--- src/rsh_pkg.sv ---
// Purpose: shared constants and types for the reference switch and holdover control
// Assumes: 32-bit apb, one clock pclk at 100 MHz
// Notes: all registers are one aligned word each
package rsh_pkg;

  localparam logic [11:0] OFF_CTRL    = 12'h000;
  localparam logic [11:0] OFF_HOLD    = 12'h004;
  localparam logic [11:0] OFF_TRIP    = 12'h008;
  localparam logic [11:0] OFF_MANUAL  = 12'h00C;
  localparam logic [11:0] OFF_STATUS  = 12'h010;
  localparam logic [11:0] OFF_TRACKED = 12'h014;

  // ctrl field positions
  localparam int CTRL_POLICY_LSB = 0;
  localparam int CTRL_INV_BIT    = 4;
  localparam int CTRL_EN_A_BIT   = 5;
  localparam int CTRL_EN_B_BIT   = 6;
  localparam int CTRL_LDSRC_LSB  = 8;
  // hold field positions
  localparam int HOLD_MODE_LSB   = 0;
  localparam int HOLD_FORCE_BIT  = 2;
  localparam int HOLD_TRACK_BIT  = 3;
  localparam int HOLD_MAN_BIT    = 4;
  localparam int HOLD_RAIL_BIT   = 5;
  localparam int HOLD_LLOFF_BIT  = 6;
  localparam int HOLD_DIV_LSB    = 16;

  localparam logic [2:0]  POLICY_MAN_A  = 3'h0;
  localparam logic [2:0]  POLICY_MAN_B  = 3'h1;
  localparam logic [2:0]  POLICY_PRIO   = 3'h4;
  localparam logic [2:0]  POLICY_PINS   = 3'h6;
  localparam logic [1:0]  HOLD_ENABLED  = 2'h2;
  localparam logic [1:0]  LDSRC_LOCK1   = 2'h0;
  localparam logic [1:0]  LDSRC_LOCK2   = 2'h1;
  localparam logic [1:0]  LDSRC_HOLD    = 2'h2;

  localparam logic [31:0] CTRL_RESET    = 32'h0000_0060;
  localparam logic [31:0] HOLD_RESET    = 32'h0004_0000;
  localparam logic [9:0]  UPPER_RESET   = 10'h3C0;
  localparam logic [9:0]  LOWER_RESET   = 10'h040;
  localparam logic [9:0]  MANUAL_RESET  = 10'h200;

  typedef struct packed {
    logic        psel;
    logic        penable;
    logic        pwrite;
    logic [11:0] paddr;
    logic [31:0] pwdata;
  } rsh_apb_req_t;

  typedef enum logic [1:0] {
    ST_LOCKED,
    ST_WAIT_RELOCK,
    ST_HOLDOVER
  } rsh_state_t;

endpackage : rsh_pkg

--- src/rsh_ctrl.sv ---
// Purpose: active reference choice and holdover control for the first loop
// Assumes: lock flags, rail flags and pins are asynchronous to pclk; exit check done outside
// Notes: one always_comb builds the next state, one always_ff stores it
//
// The placing of the registers and register access over APB are this design's own decisions.
`timescale 1ns/1ps
module rsh_ctrl #(
  parameter int LEVEL_W = 10,
  parameter int DIV_W   = 16
) (
  input  wire logic               pclk,
  input  wire logic               presetn,
  input  wire logic               psel,
  input  wire logic               penable,
  input  wire logic               pwrite,
  input  wire logic [11:0]        paddr,
  input  wire logic [31:0]        pwdata,
  output logic      [31:0]        prdata,
  output logic                    pready,
  output logic                    pslverr,
  input  wire logic               pd_tick,
  input  wire logic               loop1_raw_lock,
  input  wire logic               loop2_lock_flag,
  input  wire logic               exit_ok,
  input  wire logic [LEVEL_W-1:0] tune_level,
  input  wire logic               select_pin_a,
  input  wire logic               select_pin_b,
  output logic                    ref_input_b_active,
  output logic                    holdover,
  output logic                    loop1_lock_flag,
  output logic                    loop1_pump_hiz,
  output logic      [LEVEL_W-1:0] loop1_pump_level,
  output logic                    lock_status_pin
);

  initial begin
    if (LEVEL_W < 1 || LEVEL_W > 16 || DIV_W < 1 || DIV_W > 16) begin
      $error("rsh_ctrl: unsupported width");
    end
  end

  typedef struct packed {
    logic [31:0]        ctrl;
    logic [31:0]        hold;
    logic [LEVEL_W-1:0] upper;
    logic [LEVEL_W-1:0] lower;
    logic [LEVEL_W-1:0] manual;
    logic [LEVEL_W-1:0] tracked;
    logic [DIV_W-1:0]   div_cnt;
    logic [2:0]         lock_sync;
    logic [3:0]         pin_sync;
    logic [1:0]         rail_sync;
    logic               b_active;
    rsh_pkg::rsh_state_t st;
    logic               hold_on;
    logic               lock_out;
    logic               ld_pin;
    logic [31:0]        prdata;
    logic               pready;
    logic               pslverr;
  } rsh_state_all_t;

  rsh_state_all_t      cur;
  rsh_state_all_t      next_s;
  rsh_pkg::rsh_apb_req_t req;

  function automatic logic is_auto(input logic [2:0] p);
    is_auto = (p == rsh_pkg::POLICY_PRIO) || (p == rsh_pkg::POLICY_PINS);
  endfunction : is_auto

  // rail flags from the analog comparators, made in synchronous compare here
  logic rail_hit;
  assign rail_hit = (tune_level >= cur.upper) || (tune_level <= cur.lower);

  assign req = '{psel: psel, penable: penable, pwrite: pwrite, paddr: paddr, pwdata: pwdata};

  always_comb begin
    logic [2:0]       policy;
    logic [2:0]       new_policy;
    logic             inv;
    logic             en_a;
    logic             en_b;
    logic             pa;
    logic             pb;
    logic             lock_s;
    logic             lock_fall;
    logic             hold_mode;
    logic             force_h;
    logic             track_on;
    logic             man_on;
    logic             rail_on;
    logic             ll_off;
    logic             lock_evt;
    logic             rail_evt;
    logic             event_ok;
    logic             want_b;
    logic             pins_valid;
    logic [DIV_W-1:0] div_val;
    policy     = '0;
    new_policy = '0;
    inv        = 1'b0;
    en_a       = 1'b0;
    en_b       = 1'b0;
    pa         = 1'b0;
    pb         = 1'b0;
    lock_s     = 1'b0;
    lock_fall  = 1'b0;
    hold_mode  = 1'b0;
    force_h    = 1'b0;
    track_on   = 1'b0;
    man_on     = 1'b0;
    rail_on    = 1'b0;
    ll_off     = 1'b0;
    lock_evt   = 1'b0;
    rail_evt   = 1'b0;
    event_ok   = 1'b0;
    want_b     = 1'b0;
    pins_valid = 1'b0;
    div_val    = '0;
    next_s     = cur;

    policy    = cur.ctrl[rsh_pkg::CTRL_POLICY_LSB +: 3];
    inv       = cur.ctrl[rsh_pkg::CTRL_INV_BIT];
    en_a      = cur.ctrl[rsh_pkg::CTRL_EN_A_BIT];
    en_b      = cur.ctrl[rsh_pkg::CTRL_EN_B_BIT];
    hold_mode = (cur.hold[rsh_pkg::HOLD_MODE_LSB +: 2] == rsh_pkg::HOLD_ENABLED);
    force_h   = cur.hold[rsh_pkg::HOLD_FORCE_BIT];
    track_on  = cur.hold[rsh_pkg::HOLD_TRACK_BIT];
    man_on    = cur.hold[rsh_pkg::HOLD_MAN_BIT];
    rail_on   = cur.hold[rsh_pkg::HOLD_RAIL_BIT];
    ll_off    = cur.hold[rsh_pkg::HOLD_LLOFF_BIT];
    div_val   = cur.hold[rsh_pkg::HOLD_DIV_LSB +: DIV_W];

    // two-stage synchronisers; the third lock stage is edge history
    next_s.lock_sync = {cur.lock_sync[1:0], loop1_raw_lock};
    next_s.pin_sync  = {cur.pin_sync[1:0], select_pin_b, select_pin_a};
    next_s.rail_sync = {cur.rail_sync[0], rail_hit};
    lock_s    = cur.lock_sync[1];
    lock_fall = cur.lock_sync[2] & ~lock_s;
    pa = cur.pin_sync[2] ^ inv;
    pb = cur.pin_sync[3] ^ inv;

    // pin decode: a wins, b only with a low, both low reserved
    pins_valid = pa | pb;
    want_b     = ~pa & pb;

    if (policy == rsh_pkg::POLICY_PRIO) begin
      lock_evt = lock_fall & ~ll_off;
    end else if (policy == rsh_pkg::POLICY_PINS) begin
      lock_evt = lock_fall;
    end
    // rail trip only counts with tracking and mode 2, in any policy
    rail_evt = rail_on && track_on && hold_mode && cur.rail_sync[1];

    // tracked level update on divided phase-detector ticks
    if (track_on && pd_tick) begin
      if (cur.div_cnt + DIV_W'(1) >= div_val) begin
        next_s.div_cnt = '0;
        if (!cur.hold_on) begin
          next_s.tracked = tune_level;
        end
      end else begin
        next_s.div_cnt = cur.div_cnt + DIV_W'(1);
      end
    end

    event_ok = (cur.st == rsh_pkg::ST_LOCKED);

    case (cur.st)
      rsh_pkg::ST_LOCKED: begin
        if ((lock_evt || rail_evt) && is_auto(policy)) begin
          if (policy == rsh_pkg::POLICY_PRIO) begin
            // rotate a -> b -> a, skipping disabled inputs
            if (cur.b_active ? en_a : en_b) begin
              next_s.b_active = ~cur.b_active;
            end
          end else if (pins_valid) begin
            next_s.b_active = want_b;
          end
          if (hold_mode || rail_evt) begin
            next_s.st = rsh_pkg::ST_HOLDOVER;
          end else begin
            next_s.st = rsh_pkg::ST_WAIT_RELOCK;
          end
          if (policy == rsh_pkg::POLICY_PINS && !pins_valid && !hold_mode) begin
            next_s.st = rsh_pkg::ST_LOCKED;
          end
        end else if (event_ok && (rail_evt || (hold_mode && !ll_off && lock_fall))) begin
          next_s.st = rsh_pkg::ST_HOLDOVER;
        end
      end
      rsh_pkg::ST_WAIT_RELOCK: begin
        if (lock_s) begin
          next_s.st = rsh_pkg::ST_LOCKED;
        end
      end
      rsh_pkg::ST_HOLDOVER: begin
        if (exit_ok && !force_h) begin
          next_s.st = rsh_pkg::ST_WAIT_RELOCK;
        end else if (!hold_mode && !force_h) begin
          next_s.st = rsh_pkg::ST_LOCKED;
        end
      end
      default: begin
        next_s.st = rsh_pkg::ST_LOCKED;
      end
    endcase

    // manual policies pin the active input
    if (policy == rsh_pkg::POLICY_MAN_A) begin
      next_s.b_active = 1'b0;
    end else if (policy == rsh_pkg::POLICY_MAN_B) begin
      next_s.b_active = 1'b1;
    end

    next_s.hold_on  = force_h || (next_s.st == rsh_pkg::ST_HOLDOVER);
    next_s.lock_out = lock_s && !next_s.hold_on;
    case (cur.ctrl[rsh_pkg::CTRL_LDSRC_LSB +: 2])
      rsh_pkg::LDSRC_LOCK1: next_s.ld_pin = next_s.lock_out;
      rsh_pkg::LDSRC_LOCK2: next_s.ld_pin = loop2_lock_flag;
      rsh_pkg::LDSRC_HOLD:  next_s.ld_pin = next_s.hold_on;
      default:              next_s.ld_pin = next_s.lock_out & loop2_lock_flag;
    endcase

    // apb slave, one wait state: answer prepared in the first access cycle
    next_s.pready  = req.psel && req.penable && !cur.pready;
    next_s.pslverr = 1'b0;
    next_s.prdata  = '0;
    if (req.psel && req.penable && !cur.pready) begin
      if (req.paddr == rsh_pkg::OFF_CTRL) begin
        next_s.prdata = cur.ctrl;
      end else if (req.paddr == rsh_pkg::OFF_HOLD) begin
        next_s.prdata = cur.hold;
      end else if (req.paddr == rsh_pkg::OFF_TRIP) begin
        next_s.prdata = (32'(cur.upper) << 16) | 32'(cur.lower);
      end else if (req.paddr == rsh_pkg::OFF_MANUAL) begin
        next_s.prdata = 32'(cur.manual);
      end else if (req.paddr == rsh_pkg::OFF_STATUS) begin
        next_s.prdata = {26'h0000000, cur.st, loop2_lock_flag, cur.lock_out, cur.hold_on, cur.b_active};
      end else if (req.paddr == rsh_pkg::OFF_TRACKED) begin
        next_s.prdata = 32'(cur.tracked);
      end else begin
        next_s.pslverr = 1'b1;
      end
    end
    // writes land at the edge where pready is seen high
    if (req.psel && req.penable && req.pwrite && cur.pready) begin
      if (req.paddr == rsh_pkg::OFF_CTRL) begin
        next_s.ctrl = req.pwdata;
        new_policy  = req.pwdata[rsh_pkg::CTRL_POLICY_LSB +: 3];
        // entering auto policy while unlocked restarts from input a
        if (is_auto(new_policy) && !is_auto(policy) && !lock_s) begin
          next_s.b_active = 1'b0;
        end
      end else if (req.paddr == rsh_pkg::OFF_HOLD) begin
        next_s.hold = req.pwdata;
      end else if (req.paddr == rsh_pkg::OFF_TRIP) begin
        next_s.upper = req.pwdata[16 +: LEVEL_W];
        next_s.lower = req.pwdata[0 +: LEVEL_W];
      end else if (req.paddr == rsh_pkg::OFF_MANUAL) begin
        next_s.manual = req.pwdata[0 +: LEVEL_W];
      end
    end
    if (track_on && !man_on && rail_on) begin
      next_s.pslverr = next_s.pready;
    end
  end

  always_ff @(posedge pclk or negedge presetn) begin
    if (!presetn) begin
      cur         <= '0;
      cur.ctrl    <= rsh_pkg::CTRL_RESET;
      cur.hold    <= rsh_pkg::HOLD_RESET;
      cur.upper   <= LEVEL_W'(rsh_pkg::UPPER_RESET);
      cur.lower   <= LEVEL_W'(rsh_pkg::LOWER_RESET);
      cur.manual  <= LEVEL_W'(rsh_pkg::MANUAL_RESET);
      cur.st      <= rsh_pkg::ST_LOCKED;
    end else begin
      cur <= next_s;
    end
  end

  // pump level: manual in fixed sub-mode, last tracked otherwise
  logic [LEVEL_W-1:0] level_q;
  always_ff @(posedge pclk or negedge presetn) begin
    if (!presetn) begin
      level_q <= '0;
    end else begin
      level_q <= cur.hold[rsh_pkg::HOLD_MAN_BIT] ? cur.manual : cur.tracked;
    end
  end

  assign prdata             = cur.prdata;
  assign pready             = cur.pready;
  assign pslverr            = cur.pslverr;
  assign ref_input_b_active = cur.b_active;
  assign holdover           = cur.hold_on;
  assign loop1_lock_flag    = cur.lock_out;
  assign loop1_pump_hiz     = cur.hold_on;
  assign loop1_pump_level   = level_q;
  assign lock_status_pin    = cur.ld_pin;

endmodule : rsh_ctrl

--- config.mk ---
export PLATFORM = sky130hd
export DESIGN_NAME = rsh_ctrl
export DESIGN_NICKNAME = d
export VERILOG_FILES = /design/src/rsh_pkg.sv /design/src/rsh_ctrl.sv
export SDC_FILE = /design/constraint.sdc
export NUM_CORES = 1
export LEC_CHECK = 0
export BUFFER_PORTS_ARGS = -buffer_cell sky130_fd_sc_hd__buf_2
export CAP_MARGIN = 20
export CORE_MARGIN = 2
export CORE_UTILIZATION = 63
export DETAILED_ROUTE_END_ITERATION = 6
export PLACE_DENSITY = 0.86
export SETUP_SLACK_MARGIN = 0.4
export SLEW_MARGIN = 40
export SYNTH_ARGS = -nofsm -noshare
export SYNTH_HDL_FRONTEND = slang
export SYNTH_SLANG_ARGS = --single-unit
--- constraint.sdc ---
create_clock -name pclk -period 8.89 [get_ports pclk]
set_clock_uncertainty 0.1 [all_clocks]
set_input_delay 1.778 -clock pclk [delete_from_list [all_inputs] [get_ports pclk]]
set_output_delay 1.778 -clock pclk [all_outputs]
set_load 0.005 [all_outputs]
# Word level (Yosys, flattened, before mapping)
# Index checks and enable logic that the tools add are counted.
[op_classes]
addsub = 1
magnitude_cmp = 3
eq_ne = 16
mux = 39
bitwise_logic = 16
reduce_logical = 46
[ops]
columns = ["cell", "n"]
rows = [
  ["2-to-1 mux 32 bit", 3],
  ["2-to-1 mux 10 bit", 4],
  ["2-to-1 mux 26 bit", 1],
  ["OR 26 x 10 -> 26 bit", 1],
  ["== test 12 x 4 -> 1 bit (second input constant)", 2],
  ["== test 12 x 5 -> 1 bit (second input constant)", 2],
  ["logical AND 1 bit", 21],
  ["2-to-1 mux 1 bit", 21],
  ["adder 16 x 1 -> 16 bit (second input constant)", 1],
  [">= comparator 16 bit", 1],
  ["2-to-1 mux 16 bit", 1],
  ["2-to-1 mux 2 bit", 7],
  ["== test 12 x 3 -> 1 bit (second input constant)", 1],
  ["== test 3 bit (second input constant)", 4],
  ["zero test 12 bit", 1],
  [">= comparator 10 bit", 1],
  ["less-or-equal comparator 10 bit", 1],
  ["zero test 1 bit", 9],
  ["== test 2 bit (second input constant)", 4],
  ["NOT 1 bit", 8],
  ["logical OR 1 bit", 7],
  ["case mux 2 bit (3 select lines)", 1],
  ["AND reduction 3 bit", 2],
  ["AND reduction 5 bit", 1],
  ["10 further kinds", 16],
]
[totals]
regBits = 179
input_bits = 65
output_inout_bits = 49
word_cells = 140

# Depth between registers and ports, before layout
[depth]
depth_word = 14
mapped_depth = 14
depth_no_buf = 13

# Least setup slack after synthesis
# Ideal clock, no wire load.
[synth_path]
path_type = "input to register"
start = "input paddr[9]"
end = "register cur[100] in the netlist's numbering"
setup_ns = 0.125
arrival_time_ns = 3.291
t_required_ns = 8.665
setup_slack_ns = 5.374
path_stages = 6
path_buffers = 1
path_cell_list = "nor4_4 > nand3_4 > or3_4 > nor2_4 > buf_12 > mux2_4"
[synth_via]
elab_chain_cells = 3
word_cells_on_any_way = 6
cone_classes = "2 x eq/ne; 2 x bitwise; 2 x reduce/logical"
[synth_rtl]
columns = ["item", "line_no", "rtl"]
rows = [
  ["start: declaration", "rsh_ctrl.sv:16", "input wire logic [11:0] paddr,"],
  ["== test 12 x 3 -> 1 bit / zero test 12 bit (equally long branches)", "rsh_ctrl.sv:255, rsh_ctrl.sv:248", ""],
  ["NOT 1 bit (no line)", "-", ""],
  ["AND reduction 4 bit (no line) (*)", "-", ""],
  ["end signal: assignment", "rsh_ctrl.sv:279", "cur <= next_s;"],
  ["end: declaration", "rsh_ctrl.sv:63", "rsh_state_all_t cur;"],
]
# Every way passes the cells marked *; elsewhere a longest branch is shown, timed or not.
# A chain may end at the register's enable or synchronous reset.

# Worst setup path in the final report
[layout_path]
start = "register cur[51] in the netlist's numbering"
end = "register cur[69] in the netlist's numbering"
[layout_via]
elab_chain_cells = 3
[layout_rtl]
columns = ["item", "line_no", "rtl"]
rows = [
  ["adder 16 x 1 -> 16 bit", "rsh_ctrl.sv:157", "if (cur.div_cnt + DIV_W'(1) >= div_val) begin"],
  [">= comparator 16 bit", "rsh_ctrl.sv:157", ""],
  ["AND reduction 3 bit (no line)", "-", ""],
]
# Every way passes these cells.

==> reports/qor.log <==
INFO  timing         final_critical_path_required_period=4.35ns
INFO  final_layout   layout.nets=942
INFO  logic_synthesis async_set_reset_flop_share_out_of_synthesis=100%
INFO  logic_synthesis ys_top_cells_by_area=dfrtp_1 (47%), mux2_2 (7.5%), ha_1 (5.2%), buf_4 (3.3%), mux2_4 (3.3%)
INFO  logic_synthesis synthesis.nets=872
INFO  cts            tritoncts=built
INFO  floorplan      die-width=123um
INFO  outcome        run_status=complete, but fails checks
INFO  floorplan      pin_count=114
INFO  critical_path  worstPathMaxFanout=16
INFO  final_layout   most_frequent_standard_cell_in_the_layout_excluding_fill_and_tap_cells=dfrtp_1
INFO  critical_path  startpoint_type=flop
INFO  detailed_routing drt_wl_total=20,600um
INFO  logic_synthesis syn_area=0.00897sqmm
INFO  logic_synthesis postSynthRegisterBits=179
INFO  critical_path  data_required_time_at_the_worst_endpoint=9.11ns
INFO  logic_synthesis synthDistinctLibCells=67
INFO  critical_path  arrival_time_at_the_worst_endpoint=4.56ns
INFO  final_layout   final.fill_count=913
INFO  cts            worstSkewPairLatency=0.44ns
INFO  timing         setup_viol=0
INFO  timing         max_freq=230MHz
INFO  final_layout   post_layout_nonfiller_instances=1,031
INFO  floorplan      effective_utilization_at_floorplan=64.6%
INFO  logic_synthesis number_of_synthesized_flops_with_an_enable_pin=0
INFO  pwr            worst_ir_drop_vdd=0.174mV
INFO  final_layout   most-common-layout-cells=dfrtp_1 (170), buf_2 (112), mux2_2 (60), inv_1 (52), nand2_1 (44)
INFO  final_layout   relative_area_change_from_synthesis_to_final_layout=11.6%
INFO  timing         grt_setup_unrepaired=no
INFO  final_layout   n_antenna_cell=0
INFO  timing         finalHoldViolCount=0
INFO  grt            antenna_found_initial=0
INFO  critical_path  critPathKind=flop to flop
INFO  place          numPlacedInstances=1,000
INFO  timing         final.setup.tns=0ns
INFO  detailed_routing drt_pass1_iterations=7
INFO  detailed_routing violation_count_after_the_first_detailed_routing_iteration=580
INFO  cts            count_of_cells_resized_by_post_cts_repair=0
INFO  timing         worst_slew_margin_rel=44.1%
INFO  detailed_routing route.detailed.wl_per_inst=20.0um
INFO  job            timing.max_cap.violations=0
INFO  detailed_routing drcViolationCount=5
INFO  place          detailedPlacementHpwl=14,000um
INFO  cts            cts_setup_buffers=0
INFO  cts            tritoncts_num_sinks=179
INFO  cts            cts_buffer_depth=2
INFO  cts            clk_root_buffer_cell=clkbuf_16
INFO  final_layout   share_of_post_route_cells_with_drive_strength_above_1=31.3%
INFO  logic_synthesis synthDominantAreaCellType=dfrtp_1
INFO  logic_synthesis syn_warnings=0
INFO  grt            first_global_vias=6,422
INFO  hold_path      worstHoldPathType=flop to flop
INFO  pwr            cellPowerDensity=169mW/mm^2
INFO  timing         finalMaxSlewViolations=0
INFO  critical_path  end_kind=flop
INFO  floorplan      floorplan.core_area=0.0139sqmm
INFO  logic_synthesis synth_top_area_share=47.4%
INFO  logic_synthesis synth_flop_cell=dfrtp_1
INFO  place          gp_routability_congestion=0.852
INFO  grt            maximum_number_of_pins_on_one_net_before_global_route_repair=101
INFO  logic_synthesis yosysSeqAreaShare=50.1%
INFO  logic_synthesis synthCells=770
INFO  floorplan      placementRows=43
INFO  floorplan      die_extent_in_y=123um
INFO  pwr            leakagePower=0.00500uW
INFO  grt            first_pass_grt_wire_length=33,200um
INFO  grt            groute.usage.overall=29.0%
INFO  cts            h-tree-depth=4
INFO  grt            overflow_left_after_global_routing=0
INFO  cts            cts_buf_count=17
INFO  logic_synthesis postSynthAreaPerCell=11.6squm
INFO  outcome        violations_in_the_final_reports=design-rule violations
INFO  timing         tightest_slew=0.836ns
INFO  place          buffer_ports.inserted=113
INFO  cts            holdBufCountCts=0
INFO  floorplan      die_area=0.0152sqmm
INFO  timing         part_of_the_cycle_the_worst_path_needs=48.9%
INFO  detailed_routing route.antenna.remaining_nets=0
INFO  cts            worst_setup_hold_path_clk_slew=0.06ns
INFO  detailed_routing avgViaCountPerCell=6.10
INFO  detailed_routing vias=6,293
[worst max-delay path, cell delays in order, from the launching register on]
cell and delay, ns:
dfrtp_1 0.44, and3_1 0.23, and3_1 0.31, nand3_1 0.16, or3_1 0.44, xnor2_1 0.15
ha_1 0.29, nand4_1 0.18, nor3_1 0.24, o211ai_1 0.17, nand3_1 0.49, and3_1 0.61
mux2_2 0.40
[where the power goes]
part           switching (uW)  leakage, uW  internal (uW)  total [uW]
sequential               4.03      0.00234            820         824
combinational            53.6      0.00237           27.2        80.9
clock                     313     0.000287            476         789
[state kept, by name (all words and copies together) (netlist names)]
name                count
prdata                 32
cur                   131
holdover                1
pslverr                 1
ref_input_b_active      1
pready                  1
loop1_lock_flag         1
loop1_pump_level       10
lock_status_pin         1
[cell type report]
type | count | area (sq um) | area share, %
multi-input cells | 471 | 3840 | 38.4
well taps | 180 | 225 | 2.25
inverters | 53 | 199 | 1.99
clock buffers | 22 | 454 | 4.54
flip-flops and latches | 179 | 4490 | 44.9
repair buffers | 118 | 649 | 6.49
clock inverters | 8 | 153 | 1.52
[routing by layer]
| metal | up-vias | track usage, % | wire length (um) |
|---|---|---|---|
| met2 | 261 | 46.0 | 9940 |
| met5 | - | 0 | 0 |
| met1 | 3141 | 39.6 | 8800 |
| li1 | 2851 | - | - |
| met4 | 0 | 10.2 | 444 |
| met3 | 40 | 6.55 | 1450 |
[synth_stat cells, types with 6 or more instances]
master,count
buf_2,7
nand3_1,9
buf_4,40
o21ai_0,24
a22oi_1,15
dfstp_2,9
xnor2_1,13
a21o_1,15
nand2_1,44
inv_1,52
ha_1,37
o22ai_1,6
nand4_1,9
nor2_1,44
mux2_1,17
o221a_2,10
dfrtp_1,170
mux2_2,60
nor3_1,6
a211oi_1,9
a222oi_1,6
nand2b_1,9
a21oi_1,20
o21ai_1,20
mux2_4,20
clkbuf_1,15
[through the flow]
stage / worst slack, ns / total power [uW] / instance area [sq um] / util (%) / hold WS, ns
6_report: 4.54 / 1690 / 10000 / 72.1 / 0.256
4_1_cts: 4.56 / 1700 / 9990 / 71.9 / 0.257
3_5_place_dp: 4.46 / 919 / 9380 / 67.6 / 0.239
3_3_place_gp: 4.24 / 916 / 9330 / 67.2 / 0.233
5_1_grt: 4.22 / 1740 / 10000 / 72.1 / 0.258
2_1_floorplan: 5.37 / 868 / 8970 / - / 0.231
[logic make-up (layout without fill, tap and decap cells)]
kind of cell | Yosys count | count (layout) | share of synthesized area [%]
AND/OR/NAND/NOR | 160 | 160 | 9.75
flip-flops | 179 | 179 | 50.1
multiplexers | 100 | 100 | 13.8
buffers and inverters | 120 | 201 | 7.32
XOR/XNOR | 16 | 16 | 1.56
AO/OA/AOI/OAI | 158 | 158 | 12.4
adder cells (fa/ha/maj) | 37 | 37 | 5.16
[worst paths after layout]
path / slack, ns / endpoint / startpoint / depth (start not counted)
hold / removal: 0.26 / cur[47]$_DFF_PN0_ / cur[46]$_DFF_PN0_ / 0
min in group asynchronous: 1.26 / cur[43]$_DFF_PN0_ / presetn / 1
setup reg to reg: 4.54 / cur[69]$_DFFE_PN0P_ / cur[51]$_DFFE_PN0P_ / 12
max in group asynchronous: 6.25 / cur[49]$_DFFE_PN0P_ / presetn / 2
setup / recovery: 4.54 / cur[69]$_DFFE_PN0P_ / cur[51]$_DFFE_PN0P_ / 12
hold reg to reg: 0.26 / cur[47]$_DFF_PN0_ / cur[46]$_DFF_PN0_ / 0
(Power assumes the default switching activity.)
